==> config.mk <==
export PLATFORM = sky130hd
export DESIGN_NAME = pls_device_flat
export DESIGN_NICKNAME = d
export VERILOG_FILES = /design/src/design/pls_pkg.sv /design/src/design/pls_link_if.sv /design/src/design/pls_device.sv /design/src/flat_wrapper.sv
export VERILOG_INCLUDE_DIRS = /design/src /design/src/design
export SDC_FILE = /design/constraint.sdc
export NUM_CORES = 1
export LEC_CHECK = 0
export BUFFER_PORTS_ARGS = -buffer_cell sky130_fd_sc_hd__clkbuf_2
export CORE_MARGIN = 1
export CORE_UTILIZATION = 40
export DETAILED_ROUTE_END_ITERATION = 8
export GPL_TIMING_DRIVEN = 1
export HOLD_SLACK_MARGIN = 0.12
export PLACE_DENSITY_LB_ADDON = 0.15
export SLEW_MARGIN = 20
export SYNTH_ARGS = -nofsm -noshare
export SYNTH_HDL_FRONTEND = slang
export SYNTH_SLANG_ARGS = --single-unit
==> constraint.sdc <==
create_clock -name sys_clk_i -period 3.95 [get_ports sys_clk_i]
set_input_delay 0.395 -clock sys_clk_i [delete_from_list [all_inputs] [get_ports sys_clk_i]]
set_output_delay 0.395 -clock sys_clk_i [all_outputs]
set_load 0.02 [all_outputs]
==> src/design/pls_consts.svh <==
// Command codes, reset values, field positions and timing counts for the converter management link
`ifndef PLS_CONSTS_SVH
`define PLS_CONSTS_SVH

// Device command codes
`define PLS_CMD_CLEAR 8'h03
`define PLS_CMD_VIN_HI 8'h57
`define PLS_CMD_VIN_LO 8'h58
`define PLS_CMD_WAIT 8'h60
`define PLS_CMD_SOFT 8'h61
`define PLS_CMD_SUM_BYTE 8'h78
`define PLS_CMD_SUM_WORD 8'h79

// Device reset values and writable masks
`define PLS_RST_VIN_HI 16'h0020
`define PLS_RST_VIN_LO 16'h001C
`define PLS_RST_WAIT 16'h0000
`define PLS_RST_SOFT 16'h0002
`define PLS_MASK_THR 16'h0FFF
`define PLS_MASK_WAIT 16'h07FF
`define PLS_MASK_SOFT 16'h0007
`define PLS_WAIT_MS_PER_LSB 16'h0004

// Summary flag positions
`define PLS_SB_OFF 6
`define PLS_SB_OUTPUT_OVERVOLTAGE_FLAG 5
`define PLS_SB_OC 4
`define PLS_SB_OT 2
`define PLS_SB_BUS 1
`define PLS_SB_OTHER 0
`define PLS_SW_IOUT 14
`define PLS_SW_VIN 13

// Timing
`define PLS_CLK_NS 40
`define PLS_MS_NS 1000000
`define PLS_HALF_LINK 4'h8

// Frame lengths in link bits
`define PLS_BITS_HDR 6'h09
`define PLS_BITS_BYTE 6'h11
`define PLS_BITS_WORD 6'h19

// Controller register offsets and fields
`define PLS_OFS_CTRL 12'h000
`define PLS_OFS_WDATA 12'h004
`define PLS_OFS_RDATA 12'h008
`define PLS_OFS_STAT 12'h00C
`define PLS_CTRL_READ 8
`define PLS_CTRL_LEN_LSB 9
`define PLS_ST_BUSY 0
`define PLS_ST_DONE 1
`define PLS_ST_ALERT 2

`endif

==> src/design/pls_pkg.sv <==
// Types for the two ends of the converter management link: sequencer states for the converter, frame lengths for the controller
package pls_pkg;

   typedef enum logic [3:0] {
      SEQ_IDLE = 4'b0001,
      SEQ_DELAY = 4'b0010,
      SEQ_RISE = 4'b0100,
      SEQ_ON = 4'b1000
   } pls_seq_t;

   typedef enum logic [1:0] {
      LEN_CMD = 2'h0,
      LEN_BYTE = 2'h1,
      LEN_WORD = 2'h2
   } pls_len_t;

endpackage : pls_pkg

==> src/design/pls_link_if.sv <==
// Serial management link between controller and converter
`timescale 1ns/1ns
interface pls_link_if;
   logic link_clk;
   logic link_sel_n;
   logic link_mosi;
   logic link_miso;
   logic alert_out_n;

   modport ctrl (
      output link_clk,
      output link_sel_n,
      output link_mosi,
      input link_miso,
      input alert_out_n
   );

   modport dev (
      input link_clk,
      input link_sel_n,
      input link_mosi,
      output link_miso,
      output alert_out_n
   );
endinterface : pls_link_if

==> src/design/pls_device.sv <==
// Converter end: limit, sequencing and summary status registers behind the management link
// Summary of operation
// - Input above high threshold sets flag, alert.
// - High threshold 500 mV/count, resets 0x20.
// - Host keeps high threshold at most 16 V.
// - Input below low threshold sets flag, alert.
// - Low threshold 250 mV/count, resets 0x1C.
// - Host keeps low threshold above 7 V.
// - Wait turn-on delay after start condition.
// - Turn-on delay 4 ms/count, bits 10:0.
// - Ramp output over soft-start time.
// - Soft-start code 1,2,4,8, else 16 ms.
// - Host reads summary byte by byte read.
// - Latched flags clear only when condition gone.
// - Byte bits 7 and 3 read zero.
// - Bit 6 live: conversion disabled.
// - Bit 5 set on output over-voltage.
// - Bit 4 latches output over-current.
// - Bit 2 live over-temperature.
// - Bit 1 latches bus error.
// - Bit 0: latched input voltage flags, or live other warning.
// - Summary byte is low byte of word.
`timescale 1ns/1ns
`include "pls_consts.svh"

module pls_device #(
   parameter int MS_CYCLES = `PLS_MS_NS / `PLS_CLK_NS
) (
   // Clock and reset
   input wire logic sys_clk_i,
   input wire logic sys_rst_i,
   // Management link
   pls_link_if.dev link,
   // Input voltage measurement, 250 mV per count
   input wire logic [15:0] vin_meas_i,
   input wire logic vin_meas_valid_i,
   // Power stage conditions
   input wire logic start_i,
   input wire logic operation_off_i,
   input wire logic oc_fault_i,
   input wire logic ot_fault_i,
   input wire logic ot_warn_i,
   input wire logic bad_switch_i,
   input wire logic output_overvoltage_flag_fault_i,
   input wire logic vout_uv_fault_i,
   input wire logic other_warn_i,
   // Sequencing
   output logic ramp_o,
   output logic regulating_o,
   output logic [4:0] soft_start_ms_o
);
   import pls_pkg::*;

   localparam int NFLAG = 5;
   localparam int F_HI = 0;
   localparam int F_LO = 1;
   localparam int F_OV = 2;
   localparam int F_OC = 3;
   localparam int F_BUS = 4;

   logic [15:0] vin_high_warn_threshold;
   logic [15:0] vin_low_warn_threshold;
   logic [15:0] turn_on_wait;
   logic [15:0] soft_start_time;
   logic [1:0] clk_s;
   logic [1:0] sel_s;
   logic [1:0] mosi_s;
   logic clk_prev;
   logic sel_prev;
   logic [5:0] bit_cnt;
   logic [24:0] in_sr;
   logic [15:0] out_sr;
   logic hdr_rd;
   logic [7:0] hdr_cmd;
   logic vin_hi_live;
   logic vin_lo_live;
   logic [NFLAG-1:0] flags;
   logic [NFLAG-1:0] cause;
   logic miso;
   logic alert_n;
   pls_seq_t seq;
   logic [15:0] ms_cnt;
   logic [15:0] ms_left;
   logic ms_tick;
   logic link_rise;
   logic link_fall;
   logic frame_end;
   logic wr_evt;
   logic clr_evt;
   logic rd_ok;
   logic err_evt;
   logic fault_in;
   logic [7:0] sum_byte;
   logic [15:0] sum_word;
   logic [7:0] next_cmd;

   ////////////////////////////////////////////////////////////////////////////
   function automatic logic cmd_writable(input logic [7:0] c);
      return c == `PLS_CMD_VIN_HI || c == `PLS_CMD_VIN_LO || c == `PLS_CMD_WAIT || c == `PLS_CMD_SOFT;
   endfunction : cmd_writable

   function automatic logic [4:0] soft_ms(input logic [15:0] code);
      if (code[2]) begin
         return 5'h10;
      end
      return 5'(5'h01 << code[1:0]);
   endfunction : soft_ms

   ////////////////////////////////////////////////////////////////////////////
   // Link pins are asynchronous to this clock
   always_ff @(posedge sys_clk_i) begin
      if (sys_rst_i) begin
         clk_s <= 2'h0;
         sel_s <= 2'h3;
         mosi_s <= 2'h0;
         clk_prev <= 1'b0;
         sel_prev <= 1'b1;
      end else begin
         clk_s <= {clk_s[0], link.link_clk};
         sel_s <= {sel_s[0], link.link_sel_n};
         mosi_s <= {mosi_s[0], link.link_mosi};
         clk_prev <= clk_s[1];
         sel_prev <= sel_s[1];
      end
   end

   assign link_rise = clk_s[1] & ~clk_prev & ~sel_s[1];
   assign link_fall = ~clk_s[1] & clk_prev & ~sel_s[1];
   assign frame_end = sel_s[1] & ~sel_prev;
   assign next_cmd = {in_sr[6:0], mosi_s[1]};

   ////////////////////////////////////////////////////////////////////////////
   // Frame: read flag, 8-bit command, then 0, 8 or 16 data bits, MSB first
   always_ff @(posedge sys_clk_i) begin
      if (sys_rst_i || sel_s[1]) begin
         bit_cnt <= 6'h00;
      end else if (link_rise && bit_cnt != 6'h3F) begin
         bit_cnt <= bit_cnt + 6'h01;
      end
   end

   always_ff @(posedge sys_clk_i) begin
      if (sys_rst_i) begin
         in_sr <= 25'h0;
         hdr_rd <= 1'b0;
         hdr_cmd <= 8'h00;
      end else if (link_rise) begin
         in_sr <= {in_sr[23:0], mosi_s[1]};
         if (bit_cnt == `PLS_BITS_HDR - 6'h01) begin
            hdr_rd <= in_sr[7];
            hdr_cmd <= next_cmd;
         end
      end
   end

   assign sum_byte = {1'b0, fault_in || seq == SEQ_IDLE, flags[F_OV], flags[F_OC], 1'b0,
      ot_warn_i | ot_fault_i, flags[F_BUS], flags[F_HI] | flags[F_LO] | other_warn_i};
   assign sum_word = {1'b0, flags[F_OC], flags[F_HI] | flags[F_LO], 5'h00, sum_byte};

   // Read data is fixed once the header is in, so a frame sees one snapshot
   always_ff @(posedge sys_clk_i) begin
      if (sys_rst_i) begin
         out_sr <= 16'h0000;
         miso <= 1'b0;
      end else if (sel_s[1]) begin
         miso <= 1'b0;
      end else if (link_rise && bit_cnt == `PLS_BITS_HDR - 6'h01) begin
         unique case (next_cmd)
            `PLS_CMD_VIN_HI: out_sr <= vin_high_warn_threshold;
            `PLS_CMD_VIN_LO: out_sr <= vin_low_warn_threshold;
            `PLS_CMD_WAIT: out_sr <= turn_on_wait;
            `PLS_CMD_SOFT: out_sr <= soft_start_time;
            `PLS_CMD_SUM_BYTE: out_sr <= {sum_byte, 8'h00};
            `PLS_CMD_SUM_WORD: out_sr <= sum_word;
            default: out_sr <= 16'h0000;
         endcase
      end else if (link_fall && bit_cnt >= `PLS_BITS_HDR) begin
         miso <= out_sr[15];
         out_sr <= {out_sr[14:0], 1'b0};
      end
   end

   assign wr_evt = frame_end && !hdr_rd && bit_cnt == `PLS_BITS_WORD && cmd_writable(hdr_cmd);
   assign clr_evt = frame_end && !hdr_rd && bit_cnt == `PLS_BITS_HDR && hdr_cmd == `PLS_CMD_CLEAR;
   assign rd_ok = frame_end && hdr_rd && ((bit_cnt == `PLS_BITS_BYTE && hdr_cmd == `PLS_CMD_SUM_BYTE) ||
      (bit_cnt == `PLS_BITS_WORD && (cmd_writable(hdr_cmd) || hdr_cmd == `PLS_CMD_SUM_WORD)));
   // Any other completed frame counts as a communication error
   assign err_evt = frame_end && bit_cnt != 6'h00 && !wr_evt && !clr_evt && !rd_ok;

   ////////////////////////////////////////////////////////////////////////////
   always_ff @(posedge sys_clk_i) begin
      if (sys_rst_i) begin
         vin_high_warn_threshold <= `PLS_RST_VIN_HI;
         vin_low_warn_threshold <= `PLS_RST_VIN_LO;
         turn_on_wait <= `PLS_RST_WAIT;
         soft_start_time <= `PLS_RST_SOFT;
      end else if (wr_evt) begin
         unique case (hdr_cmd)
            `PLS_CMD_VIN_HI: vin_high_warn_threshold <= in_sr[15:0] & `PLS_MASK_THR;
            `PLS_CMD_VIN_LO: vin_low_warn_threshold <= in_sr[15:0] & `PLS_MASK_THR;
            `PLS_CMD_WAIT: turn_on_wait <= in_sr[15:0] & `PLS_MASK_WAIT;
            `PLS_CMD_SOFT: soft_start_time <= in_sr[15:0] & `PLS_MASK_SOFT;
            default: soft_start_time <= soft_start_time;
         endcase
      end
   end

   ////////////////////////////////////////////////////////////////////////////
   // High threshold counts 500 mV, measurement counts 250 mV
   always_ff @(posedge sys_clk_i) begin
      if (sys_rst_i) begin
         vin_hi_live <= 1'b0;
         vin_lo_live <= 1'b0;
      end else if (vin_meas_valid_i) begin
         vin_hi_live <= {1'b0, vin_meas_i} > {vin_high_warn_threshold, 1'b0};
         vin_lo_live <= vin_meas_i < vin_low_warn_threshold;
      end
   end

   assign cause[F_HI] = vin_hi_live;
   assign cause[F_LO] = vin_lo_live;
   assign cause[F_OV] = output_overvoltage_flag_fault_i;
   assign cause[F_OC] = oc_fault_i;
   assign cause[F_BUS] = err_evt;

   // A clear leaves a flag set while its cause persists; set wins over clear
   generate
      for (genvar i = 0; i < NFLAG; i++) begin : g_flag
         always_ff @(posedge sys_clk_i) begin
            if (sys_rst_i) begin
               flags[i] <= 1'b0;
            end else begin
               flags[i] <= cause[i] | (flags[i] & ~clr_evt);
            end
         end
      end
   endgenerate

   always_ff @(posedge sys_clk_i) begin
      if (sys_rst_i) begin
         alert_n <= 1'b1;
      end else begin
         alert_n <= ~|flags;
      end
   end

   assign link.link_miso = miso;
   assign link.alert_out_n = alert_n;

   ////////////////////////////////////////////////////////////////////////////
   assign fault_in = oc_fault_i | ot_fault_i | bad_switch_i | output_overvoltage_flag_fault_i | vout_uv_fault_i | operation_off_i;
   assign ms_tick = ms_cnt == 16'(MS_CYCLES - 1);

   always_ff @(posedge sys_clk_i) begin
      if (sys_rst_i) begin
         seq <= SEQ_IDLE;
         ms_cnt <= 16'h0000;
         ms_left <= 16'h0000;
      end else if (fault_in || !start_i) begin
         seq <= SEQ_IDLE;
         ms_cnt <= 16'h0000;
      end else begin
         ms_cnt <= ms_tick ? 16'h0000 : ms_cnt + 16'h0001;
         unique case (seq)
            SEQ_IDLE: begin
               seq <= SEQ_DELAY;
               ms_cnt <= 16'h0000;
               ms_left <= 16'(turn_on_wait * `PLS_WAIT_MS_PER_LSB);
            end
            SEQ_DELAY: begin
               if (ms_left == 16'h0000) begin
                  seq <= SEQ_RISE;
                  ms_cnt <= 16'h0000;
                  ms_left <= {11'h000, soft_ms(soft_start_time)};
               end else if (ms_tick) begin
                  ms_left <= ms_left - 16'h0001;
               end
            end
            SEQ_RISE: begin
               if (ms_left == 16'h0000) begin
                  seq <= SEQ_ON;
               end else if (ms_tick) begin
                  ms_left <= ms_left - 16'h0001;
               end
            end
            SEQ_ON: seq <= SEQ_ON;
         endcase
      end
   end

   always_ff @(posedge sys_clk_i) begin
      if (sys_rst_i) begin
         soft_start_ms_o <= 5'h04;
      end else begin
         soft_start_ms_o <= soft_ms(soft_start_time);
      end
   end

   assign ramp_o = seq[2];
   assign regulating_o = seq[3];

endmodule : pls_device

==> src/flat_wrapper.sv <==
// flat-port wrapper written by rule: the top's interface ports become plain ports
module pls_device_flat import pls_pkg::*;
#(
   parameter int MS_CYCLES = `PLS_MS_NS / `PLS_CLK_NS
)
  (sys_clk_i, sys_rst_i, vin_meas_i, vin_meas_valid_i, start_i, operation_off_i, oc_fault_i, ot_fault_i, ot_warn_i, bad_switch_i, output_overvoltage_flag_fault_i, vout_uv_fault_i, other_warn_i, ramp_o, regulating_o, soft_start_ms_o, link_link_clk, link_link_sel_n, link_link_mosi, link_link_miso, link_alert_out_n);
  pls_link_if link_i ();
  input wire logic sys_clk_i;
  input wire logic sys_rst_i;
  input wire logic [15:0] vin_meas_i;
  input wire logic vin_meas_valid_i;
  input wire logic start_i;
  input wire logic operation_off_i;
  input wire logic oc_fault_i;
  input wire logic ot_fault_i;
  input wire logic ot_warn_i;
  input wire logic bad_switch_i;
  input wire logic output_overvoltage_flag_fault_i;
  input wire logic vout_uv_fault_i;
  input wire logic other_warn_i;
  output logic ramp_o;
  output logic regulating_o;
  output logic [4:0] soft_start_ms_o;
  input wire logic [$bits(link_i.link_clk)-1:0] link_link_clk;
  input wire logic [$bits(link_i.link_sel_n)-1:0] link_link_sel_n;
  input wire logic [$bits(link_i.link_mosi)-1:0] link_link_mosi;
  output wire logic [$bits(link_i.link_miso)-1:0] link_link_miso;
  output wire logic [$bits(link_i.alert_out_n)-1:0] link_alert_out_n;
  assign link_i.link_clk = link_link_clk;
  assign link_i.link_sel_n = link_link_sel_n;
  assign link_i.link_mosi = link_link_mosi;
  assign link_link_miso = link_i.link_miso;
  assign link_alert_out_n = link_i.alert_out_n;
  pls_device #(.MS_CYCLES(MS_CYCLES)) u_core (.sys_clk_i(sys_clk_i), .sys_rst_i(sys_rst_i), .link(link_i), .vin_meas_i(vin_meas_i), .vin_meas_valid_i(vin_meas_valid_i), .start_i(start_i), .operation_off_i(operation_off_i), .oc_fault_i(oc_fault_i), .ot_fault_i(ot_fault_i), .ot_warn_i(ot_warn_i), .bad_switch_i(bad_switch_i), .output_overvoltage_flag_fault_i(output_overvoltage_flag_fault_i), .vout_uv_fault_i(vout_uv_fault_i), .other_warn_i(other_warn_i), .ramp_o(ramp_o), .regulating_o(regulating_o), .soft_start_ms_o(soft_start_ms_o));
endmodule
==> flow_metrics.py, run 1 <==
metrics = {
    "setup_path": {
        "reg2reg_depth": 6,
        "arrival_ns": 3.34,
        "rrSetupSlack_ns": 0.96,
        "endpoint_kind": "flop",
        "cp_slowest_cell": "or4_4",
        "crit_family": "simple AND/OR/NAND/NOR gates",
        "cp.depth": 6,
        "critPathBufInv": 0,
        "critPathMaxStageDelay_ns": 0.58,
        "reg2reg_to": "u_core.ms_left[14]$_SDFFE_PP0P_",
        "path_class": "flop to flop",
        "cp_common_cell": "or4_1",
        "r2r_start": "u_core.ms_cnt[10]$_SDFF_PP0_",
        "crit_start": "u_core.ms_cnt[10]$_SDFF_PP0_",
        "cp-endpoint": "u_core.ms_left[14]$_SDFFE_PP0P_",
        "startpoint_type": "flop",
        "cp.required_ns": 4.30,
        "path_max_fanout": 5,
        "cp_cell_sequence": "or4_1 > or4_4 > or4b_4 > or3_1 > or4_1 > a31oi_1",
    },
    "outcome": {
        "status": "completed",
    },
    "floorplan": {
        "fp.dieArea_sq_um": 18000,
        "num_rows": 48,
        "initial_utilization_pct": 40.8,
        "io_pins": 40,
        "chipWidth_microns": 134,
        "core_sq_um": 17200,
        "die_h_microns": 134,
    },
    "routing": {
        "via_per_inst": 5.53,
        "drt-initial-drc-count": 564,
        "drc": 0,
        "detail-route-antenna-nets": 0,
        "wl_microns": 18700,
        "dr.pass1.iters": 5,
        "vias": 6279,
        "routedWlPerCell_microns": 16.5,
    },
    "sta": {
        "fin_ws_ns": 0.959,
        "fin_crit_ns": 2.99,
        "relSlewSlack_pct": 37.9,
        "hold_violations": 0,
        "setup_violations": 0,
        "rsz0062_at_grt": "false",
        "slew_viol_final": 0,
        "fin_skew_ns": 0.0116,
        "worst_slew_pin_slew_ns": 0.920,
        "hold_ws_ns": 0.145,
        "max_freq_ghz": 0.334,
        "min_period_over_period_pct": 75.7,
        "setup-tns-final_ns": 0,
    },
    "power_and_ir_drop": {
        "total_power_w": 0.00308,
        "cellLeakagePower_nw": 2.84,
        "peakVddDrop_v": 0.000301,
        "power_density_nw_per_um2": 384,
    },
    "clock_network": {
        "clk_pin_slew_ns": 0.06,
        "htreeDepth": 4,
        "cts_tree": "done",
        "clockBufferDepth": 2,
        "cts-resized-gates": 0,
        "cts_setup_buffers": 0,
        "cts-root-buf": "clkbuf_16",
        "clk-insertion-delay-late_ns": 0.43,
        "postCtsHoldBufs": 0,
        "cts_buffers": 17,
        "clock-sinks": 139,
    },
    "synthesis": {
        "syn-cell-area_sq_um": 7010,
        "synth.most_common_cell": "dfxtp_1",
        "synth_top_area_share_pct": 39.7,
        "ys_ff_latch": 139,
        "ys_top_cells_by_count": "dfxtp_1 (139), nand2_1 (111), nor2_1 (106)",
        "netlist_top_cells_area": "dfxtp_1 (40%), nand2_1 (5.9%), nor2_1 (5.7%), ha_1 (5.0%), a21oi_1 (4.6%)",
        "yosysTopAreaCell": "dfxtp_1",
        "synthFlopType": "dfxtp_1",
        "yosysWarnings": 0,
        "syn_area_per_cell_sq_um": 8.00,
        "synthDistinctLibCells": 68,
        "syn_inst": 876,
        "ys_seq_area_share_pct": 39.7,
        "async_flop_share_pct": 0,
        "synth-edff-count": 0,
        "syn_nets": 935,
    },
    "cells_and_area": {
        "fillers": 1775,
        "multi_input_area_sq_um": 3910,
        "syn2layout_area_growth_pct": 14.4,
        "nets": 957,
        "drive_gt1_share_pct": 12.2,
        "seqCellArea_sq_um": 2780,
        "final_area_sq_um": 8010,
        "n_antenna_cell": 0,
    },
    "grt": {
        "grt_pass1_vias": 5802,
        "grt_max_degree": 64,
        "globalRoute.totalOverflow": 0,
        "grt_first_pass_wirelength_microns": 31000,
        "gr-usage-all-layers_pct": 22.0,
        "grt_antenna_before_repair": 0,
    },
    "placed_design": {
        "hpwl_microns": 13300,
        "io_buffers": 39,
        "gp_congestion": 0.846,
        "pre_cts_ws_ns": 1.03,
        "place_area_sq_um": 7430,
    },
    "worst_hold_path": {
        "hold_path.class": "input port to flop",
        "hold_start": "link_link_sel_n",
    },
    "run": {
        "cap_viol_max_count": 0,
    },
}
-- metrics by stage --
| stage | utilization (%) | cells |
|---|---|---|
| 4_1_cts | 46.7 | 1135 |
| 3_3_place_gp | 43.2 | 1104 |
| 2_1_floorplan | - | 876 |
| 6_report | 46.7 | 1135 |
| 5_1_grt | 46.7 | 1135 |
| 3_5_place_dp | 43.3 | 1104 |
-- worst reg2reg max path, cell delays in order (launching register included) --
cell and delay, ns:
dfxtp_1 0.34, or4_1 0.52, or4_4 0.58, or4b_4 0.54, or3_1 0.33, or4_1 0.41
a31oi_1 0.17
-- registers in the layout, summed over array words and instances (netlist names), 3 cells and up --
name	cells
u_core.in_sr	12
u_core.vin_high_warn_threshold	12
u_core.seq	4
u_core.ms_cnt	16
u_core.soft_start_time	3
u_core.ms_left	16
u_core.hdr_cmd	8
u_core.soft_start_ms_o	5
u_core.turn_on_wait	11
u_core.out_sr	16
u_core.bit_cnt	6
u_core.vin_low_warn_threshold	12
u_core.flags	5
-- area by class of cell --
type                       count  share of cell area, %
tap                          225                   3.51
clock buffer                  19                   5.53
timing repair buffer          53                   3.78
sequential                   139                   34.7
multi-input combinational    646                   48.8
clock inverter                12                   1.76
inverter                      41                   1.92
-- cells by family (layout without fill, tap and decap cells) --
logic type                 Yosys count  count (layout)  share of synthesized area [%]
and+or+nand+nor                    374             374                           25.9
AOI/OAI and AO/OA                  198             198                           18.3
DFF                                139             139                           39.7
buffers and inverters               91             125                           4.88
adders and majority gates           28              28                           5.00
muxes                               25              25                           3.62
xor gates and xnor gates            21              21                           2.62
-- worst min path at each step --
stage                     cells past startpoint                    endpoint  slack (ns)
after floorplan                               1  u_core.sel_s[1]$_SDFF_PP1_        0.39
after global placement                        1  u_core.sel_s[1]$_SDFF_PP1_        0.39
after detailed placement                      1  u_core.sel_s[1]$_SDFF_PP1_        0.40
after CTS                                     2  u_core.sel_s[0]$_SDFF_PP1_        0.13
after global routing                          2  u_core.sel_s[0]$_SDFF_PP1_        0.14
final                                         2  u_core.sel_s[0]$_SDFF_PP1_        0.15
-- power breakdown --
group | total, W | internal (W) | switching, W
Combinational | 0.0000866 | 0.0000355 | 0.0000511
Clock | 0.00158 | 0.000948 | 0.000627
Sequential | 0.00142 | 0.00141 | 0.00000783
Total | 0.00308 | 0.00239 | 0.000686
-- routing by layer --
metal | track usage (%) | routed length (microns) | vias up
li1 | - | - | 3145
met1 | 31.5 | 9450 | 2949
met2 | 32.7 | 8060 | 162
met3 | 4.54 | 890 | 23
met4 | 7.30 | 306 | 0
met5 | 0 | 0 | -
-- cells in the final DEF, fill, tap and decap left out, drive strengths merged, types with 5 or more instances in the layout --
| master | instances |
|---|---|
| xor2 | 11 |
| nor2b | 10 |
| or4 | 5 |
| or4b | 5 |
| nor3 | 26 |
| o21ai | 29 |
| and3 | 11 |
| ha | 28 |
| a211o | 6 |
| mux2i | 22 |
| a21oi | 65 |
| nand2b | 16 |
| nand4 | 9 |
| a21o | 9 |
| a211oi | 14 |
| inv | 43 |
| dfxtp | 139 |
| buf | 15 |
| clkbuf | 57 |
| nor4 | 12 |
| a31oi | 14 |
| nand2 | 111 |
| xnor2 | 10 |
| nand3 | 27 |
| or3 | 6 |
| or2 | 7 |
| a22oi | 22 |
| nor2 | 106 |
(Power assumes the default switching activity.)
==> run 2, diff against run 1 <==
- ABC_AREA: default -> 1
- clock period: 3.95 -> 2.8 ns (I/O delays scaled with it)
==> run 2 against run 1 <==
Global-route usage is essentially flat. Synthesized cell count rose by 25%. Clock skew shrank 0.0043 ns. Utilization grew 0.87 points. Sequential power rose by 42%. Setup slack worse by 0.33 ns. Critical path type unchanged. Critical endpoint unchanged. Largest cell class unchanged.
==> flow_metrics.py, run 2 <==
metrics = {
    "outcome": {
        "status": "completed",
    },
    "grt": {
        "gr-usage-met3_pct": 4.03,
        "grt-busiest-layer": "met2",
        "globalRoute.totalOverflow": 0,
        "use_met1_pct": 28.3,
        "grt_first_pass_wirelength_microns": 33400,
        "grt_pass1_vias": 6578,
        "gr-usage-all-layers_pct": 22.0,
        "use_met2_pct": 37.0,
        "grt_antenna_before_repair": 0,
        "grt_max_degree": 83,
    },
    "synthesis": {
        "syn-cell-area_sq_um": 7550,
        "async_flop_share_pct": 0,
        "netlist_top_cells_area": "dfxtp_1 (37%), nand2_1 (9.5%), inv_1 (7.6%), o21ai_0 (6.8%), nor2_1 (6.5%)",
        "ys_top_cells_by_count": "nand2_1 (192), inv_1 (153), dfxtp_1 (139)",
        "synthFlopType": "dfxtp_1",
        "syn_inst": 1097,
        "synthDistinctLibCells": 48,
        "syn_area_per_cell_sq_um": 6.88,
        "ys_ff_latch": 139,
        "synth_top_area_share_pct": 36.9,
        "yosysTopAreaCell": "dfxtp_1",
        "yosysWarnings": 0,
        "synth.most_common_cell": "nand2_1",
        "syn_nets": 1156,
        "synth-edff-count": 0,
        "ys_seq_area_share_pct": 36.9,
    },
    "floorplan": {
        "initial_utilization_pct": 41.5,
        "core_sq_um": 18200,
        "num_rows": 49,
        "chipWidth_microns": 139,
        "die_h_microns": 139,
        "io_pins": 40,
        "fp.dieArea_sq_um": 19400,
    },
    "placed_design": {
        "gp_congestion": 0.922,
        "hpwl_microns": 15200,
        "place_area_sq_um": 7930,
        "io_buffers": 39,
    },
    "cells_and_area": {
        "final_area_sq_um": 8650,
        "n_antenna_cell": 0,
        "drive_gt1_share_pct": 11.4,
        "final_common_cell": "nand2_1",
        "nets": 1195,
        "reg_top3": "u_core.ms_cnt (16), u_core.ms_left (16), u_core.out_sr (16)",
        "most-common-layout-cells": "nand2_1 (192), inv_1 (152), dfxtp_1 (139)",
        "fin_util_pct": 47.5,
        "syn2layout_area_growth_pct": 14.6,
    },
    "sta": {
        "fin_crit_ns": 2.18,
        "setup-tns-final_ns": 0,
        "slew_viol_final": 0,
        "hold_violations": 0,
        "min_period_over_period_pct": 77.7,
        "rsz0062_at_grt": "false",
        "hold_ws_ns": 0.152,
        "fin_skew_ns": 0.00739,
        "max_freq_ghz": 0.460,
        "relSlewSlack_pct": 46.8,
        "setup_violations": 0,
        "worst_slew_pin_slew_ns": 0.798,
    },
    "setup_path": {
        "cp_slowest_cell": "dfxtp_1",
        "cp.required_ns": 3.12,
        "cp_common_cell": "nand2_1",
        "reg2reg_to": "u_core.ms_left[14]$_SDFFE_PP0P_",
        "path_max_fanout": 13,
        "startpoint_type": "flop",
        "critPathMaxStageDelay_ns": 0.36,
        "r2r_start": "u_core.ms_left[0]$_SDFFE_PP0P_",
        "critPathBufInv": 1,
        "rrSetupSlack_ns": 0.62,
        "cp_cell_sequence": "inv_1 > ha_1 > nand2_1 > nor2_2 > nand2_2 > nand2_2 > nand2_1 > nand2_1 > nor2_1 > nand3_1 > nand2_1 > nor2_1",
        "reg2reg_depth": 12,
        "path_class": "flop to flop",
        "crit_family": "simple AND/OR/NAND/NOR gates",
        "endpoint_kind": "flop",
        "arrival_ns": 2.50,
    },
    "clock_network": {
        "clock-sinks": 139,
        "clk-insertion-delay-late_ns": 0.43,
        "clk_pin_slew_ns": 0.06,
        "cts_buffers": 17,
        "cts-root-buf": "clkbuf_16",
        "cts_tree": "done",
        "cts_setup_buffers": 0,
        "clockBufferDepth": 2,
        "htreeDepth": 4,
    },
    "routing": {
        "wl_microns": 20600,
        "via_per_inst": 5.10,
        "drc": 0,
        "drt-initial-drc-count": 397,
        "dr.pass1.iters": 6,
        "routedWlPerCell_microns": 14.9,
        "vias": 7026,
        "detail-route-antenna-nets": 0,
    },
    "power_and_ir_drop": {
        "peakVddDrop_v": 0.000418,
        "cellLeakagePower_nw": 3.80,
        "total_power_w": 0.00482,
        "power_density_nw_per_um2": 557,
    },
    "worst_hold_path": {
        "hold_start": "output_overvoltage_flag_fault_i",
        "holdPathStages": 3,
        "worstHoldEndpoint": "u_core.flags[2]$_SDFF_PP0_",
        "hold_path.class": "input port to flop",
    },
    "run": {
        "cap_viol_max_count": 0,
    },
}
==> run 2: cell count changes after synthesis, sizes merged, moves of 25 or more <==
cell    before  now
clkbuf      49   13
nand2      111  204
o21ai       29  102
nand3       27   88
inv         41  158
nor2       106  145
a21oi       65   90
==> run 2: per-layer routing <==
metal,vias up,wire (microns),share of wire [%]
met3,28,803,3.9
li1,3668,-,-
met2,135,9660,47
met4,0,368,1.8
met1,3195,9740,47
met5,-,0,0
==> run 2: power by group <==
group	internal [W]	total, W	switching [W]
Sequential	0.00199	0.00201	0.0000133
Clock	0.00173	0.00263	0.000904
Combinational	0.0000654	0.000179	0.000114
==> run 2: timing repair <==
action	4_1_cts	5_1_grt
resized for setup	0	0
hold buffers	4	0
hold endpoints to repair	4	0
==> run 2: tightest hold or removal path: cells and delay by family <==
kind,cells,cell delay [ns]
compound gates,1,0.07
buf+inv,1,0.10
simple gates,1,0.09
==> run 2: kinds of logic after synthesis <==
logic type | share of synthesized area (%)
adders and majority gates | 4.64
and+or+nand+nor | 31.4
buffers and inverters | 9.93
DFF | 36.9
AOI/OAI and AO/OA | 15.8
xor gates and xnor gates | 1.39
==> run 2: layout make-up <==
type / count / area, sq um
clock buffer: 23 / 508
clock inverter: 9 / 180
fill: 1900 / 9560
inverter: 161 / 606
multi-input combinational: 769 / 4020
sequential: 139 / 2780
tap: 229 / 287
timing repair buffer: 48 / 273
==> run 2: per-stage QoR <==
stage,worst slack (ns),cells
final,0.625,1378
after global routing,0.445,1378
after CTS,0.644,1378
after detailed placement,0.662,1342
after global placement,0.701,1342
after floorplan,1.14,1097
==> run 2: worst max path at each step <==
stage                                    from                               to  slack [ns]  depth (start not counted)
2_1_floorplan  u_core.ms_left[0]$_SDFFE_PP0P_   u_core.ms_left[0]$_SDFFE_PP0P_        1.14                         11
3_3_place_gp   u_core.ms_left[0]$_SDFFE_PP0P_  u_core.ms_left[14]$_SDFFE_PP0P_        0.70                         12
3_5_place_dp   u_core.ms_left[0]$_SDFFE_PP0P_  u_core.ms_left[14]$_SDFFE_PP0P_        0.66                         12
4_1_cts        u_core.ms_left[0]$_SDFFE_PP0P_  u_core.ms_left[14]$_SDFFE_PP0P_        0.64                         12
5_1_grt        u_core.ms_left[0]$_SDFFE_PP0P_     u_core.ms_cnt[12]$_SDFF_PP0_        0.44                         11
6_report       u_core.ms_left[0]$_SDFFE_PP0P_  u_core.ms_left[14]$_SDFFE_PP0P_        0.62                         12
==> run 3, diff against run 2 <==
- clock period: 2.8 -> 2.1 ns (I/O delays scaled with it)
==> run 3 against run 2 <==
Power increased by 15%. Final cell count is 1.8% higher. Register-to-register slack worse by 0.45 ns. Count of clock-buffer cells in the layout down 1. Critical path type unchanged. Critical endpoint is now u_core.ms_cnt[2]$_SDFF_PP0_.
==> flow_metrics.py, run 3 (synthesis results as in run 2) <==
metrics = {
    "outcome": {
        "status": "completed",
    },
    "grt": {
        "grt_first_pass_wirelength_microns": 34000,
        "globalRoute.totalOverflow": 0,
        "gr-usage-all-layers_pct": 22.3,
        "grt_max_degree": 57,
        "grt_pass1_vias": 6767,
        "grt_antenna_before_repair": 1,
    },
    "clock_network": {
        "cts_setup_buffers": 0,
        "cts_tree": "done",
        "clk-insertion-delay-late_ns": 0.43,
        "clk_pin_slew_ns": 0.06,
        "clock-sinks": 139,
        "htreeDepth": 4,
        "clockBufferDepth": 2,
        "cts_buffers": 17,
        "cts-root-buf": "clkbuf_16",
    },
    "routing": {
        "via_per_inst": 5.06,
        "drt-initial-drc-count": 439,
        "detail-route-antenna-nets": 0,
        "routedWlPerCell_microns": 14.7,
        "wl_microns": 20600,
        "drc": 0,
        "dr.pass1.iters": 6,
        "vias": 7096,
    },
    "floorplan": {
        "core_sq_um": 18200,
        "die_h_microns": 139,
        "fp.dieArea_sq_um": 19400,
        "chipWidth_microns": 139,
        "io_pins": 40,
        "num_rows": 49,
        "initial_utilization_pct": 41.5,
    },
    "setup_path": {
        "cp_cell_sequence": "inv_2 > ha_1 > nand2_1 > nor2_2 > nand2_2 > nand2_2 > o21ai_0 > nand2_1 > buf_4 > nor3b_1",
        "path_class": "flop to flop",
        "critPathMaxStageDelay_ns": 0.38,
        "cp.required_ns": 2.42,
        "startpoint_type": "flop",
        "arrival_ns": 2.25,
        "rrSetupSlack_ns": 0.17,
        "path_max_fanout": 7,
        "endpoint_kind": "flop",
        "cp_slowest_cell": "dfxtp_1",
    },
    "sta": {
        "relSlewSlack_pct": 64.4,
        "fin_skew_ns": 0.00982,
        "setup_violations": 0,
        "hold_violations": 0,
        "slew_viol_final": 0,
        "setup-tns-final_ns": 0,
        "rsz0062_at_grt": "false",
        "min_period_over_period_pct": 91.8,
        "max_freq_ghz": 0.519,
        "worst_slew_pin_slew_ns": 0.530,
        "fin_crit_ns": 1.93,
    },
    "power_and_ir_drop": {
        "power_density_nw_per_um2": 640,
        "cellLeakagePower_nw": 3.84,
        "peakVddDrop_v": 0.000499,
    },
    "cells_and_area": {
        "nets": 1221,
        "reg_top3": "u_core.ms_cnt (16), u_core.ms_left (16), u_core.out_sr (16)",
        "syn2layout_area_growth_pct": 14.9,
        "drive_gt1_share_pct": 13.0,
        "final_common_cell": "nand2_1",
        "most-common-layout-cells": "nand2_1 (192), inv_1 (151), dfxtp_1 (139)",
        "fin_cells": 1403,
        "n_antenna_cell": 0,
    },
    "worst_hold_path": {
        "hold_path.class": "input port to flop",
    },
    "placed_design": {
        "gp_congestion": 0.914,
        "place_inst": 1366,
        "io_buffers": 39,
        "hpwl_microns": 15900,
    },
    "run": {
        "cap_viol_max_count": 0,
    },
}
-- run 3: cell count changes in the layout (fill, tap and decap cells not counted), sizes merged --
cell         before  now
buf               5   29
bufinv            5    0
clkinv            5   10
dlygate4sd3       4    6
clkbuf           62   61
clkinvlp          1    2
inv             159  158
-- run 3: what timing repair did --
item	4_1_cts	5_1_grt
hold endpoints to repair	7	0
hold buffers	6	0
setup endpoints to repair	0	6
gates resized for setup	0	3
-- run 3: worst max-delay path: cells and delay by family, from the launching register on --
| family | cells | cell delay (ns) |
|---|---|---|
| AND/OR/NAND/NOR | 6 | 0.81 |
| buffers and inverters | 2 | 0.31 |
| flip-flops | 1 | 0.38 |
| AO/OA/AOI/OAI | 1 | 0.11 |
| adder cells (fa/ha/maj) | 1 | 0.23 |
-- run 3: power by group --
part,internal [W],switching (W),total (W)
Combinational,0.0000936,0.000151,0.000245
Clock,0.00151,0.00112,0.00263
Sequential,0.00266,0.0000167,0.00268
Total,0.00427,0.00129,0.00555
-- run 3: per-layer routing --
| layer | global-route usage, % | part of all wire, % |
|---|---|---|
| met5 | 0 | 0 |
| met4 | 7.49 | 1.9 |
| met3 | 4.65 | 4.3 |
| met2 | 37.2 | 47 |
| met1 | 28.4 | 47 |
-- run 3: per-stage QoR --
step / util, % / hold slack, ns / setup slack, ns / area, sq um / power, W
after floorplan: - / 0.314 / 0.437 / 7550 / 0.00287
after CTS: 47.6 / 0.155 / 0.0966 / 8670 / 0.00562
after global routing: 47.6 / 0.190 / 0.00297 / 8670 / 0.00575
final: 47.6 / 0.166 / 0.171 / 8670 / 0.00555
after global placement: 44.5 / 0.397 / 0.209 / 8110 / 0.00297
after detailed placement: 44.5 / 0.397 / 0.161 / 8110 / 0.00297
-- run 3: final timing paths --
check / start / to / depth (start not counted)
max: u_core.ms_left[0]$_SDFFE_PP0P_ / u_core.ms_cnt[2]$_SDFF_PP0_ / 10
min: vin_meas_i[14] / u_core.vin_hi_live$_SDFFE_PP0P_ / 7
max reg2reg: u_core.ms_left[0]$_SDFFE_PP0P_ / u_core.ms_cnt[2]$_SDFF_PP0_ / 10
min reg2reg: u_core.clk_s[0]$_SDFF_PP0_ / u_core.clk_s[1]$_SDFF_PP0_ / 2
-- run 3: layout make-up --
class	instances	area, sq um
fill	1925	9530
multi-input combinational	769	4020
sequential	139	2780
inverter	161	606
timing repair buffer	74	473
clock buffer	22	454
tap	229	287
clock inverter	9	50.0
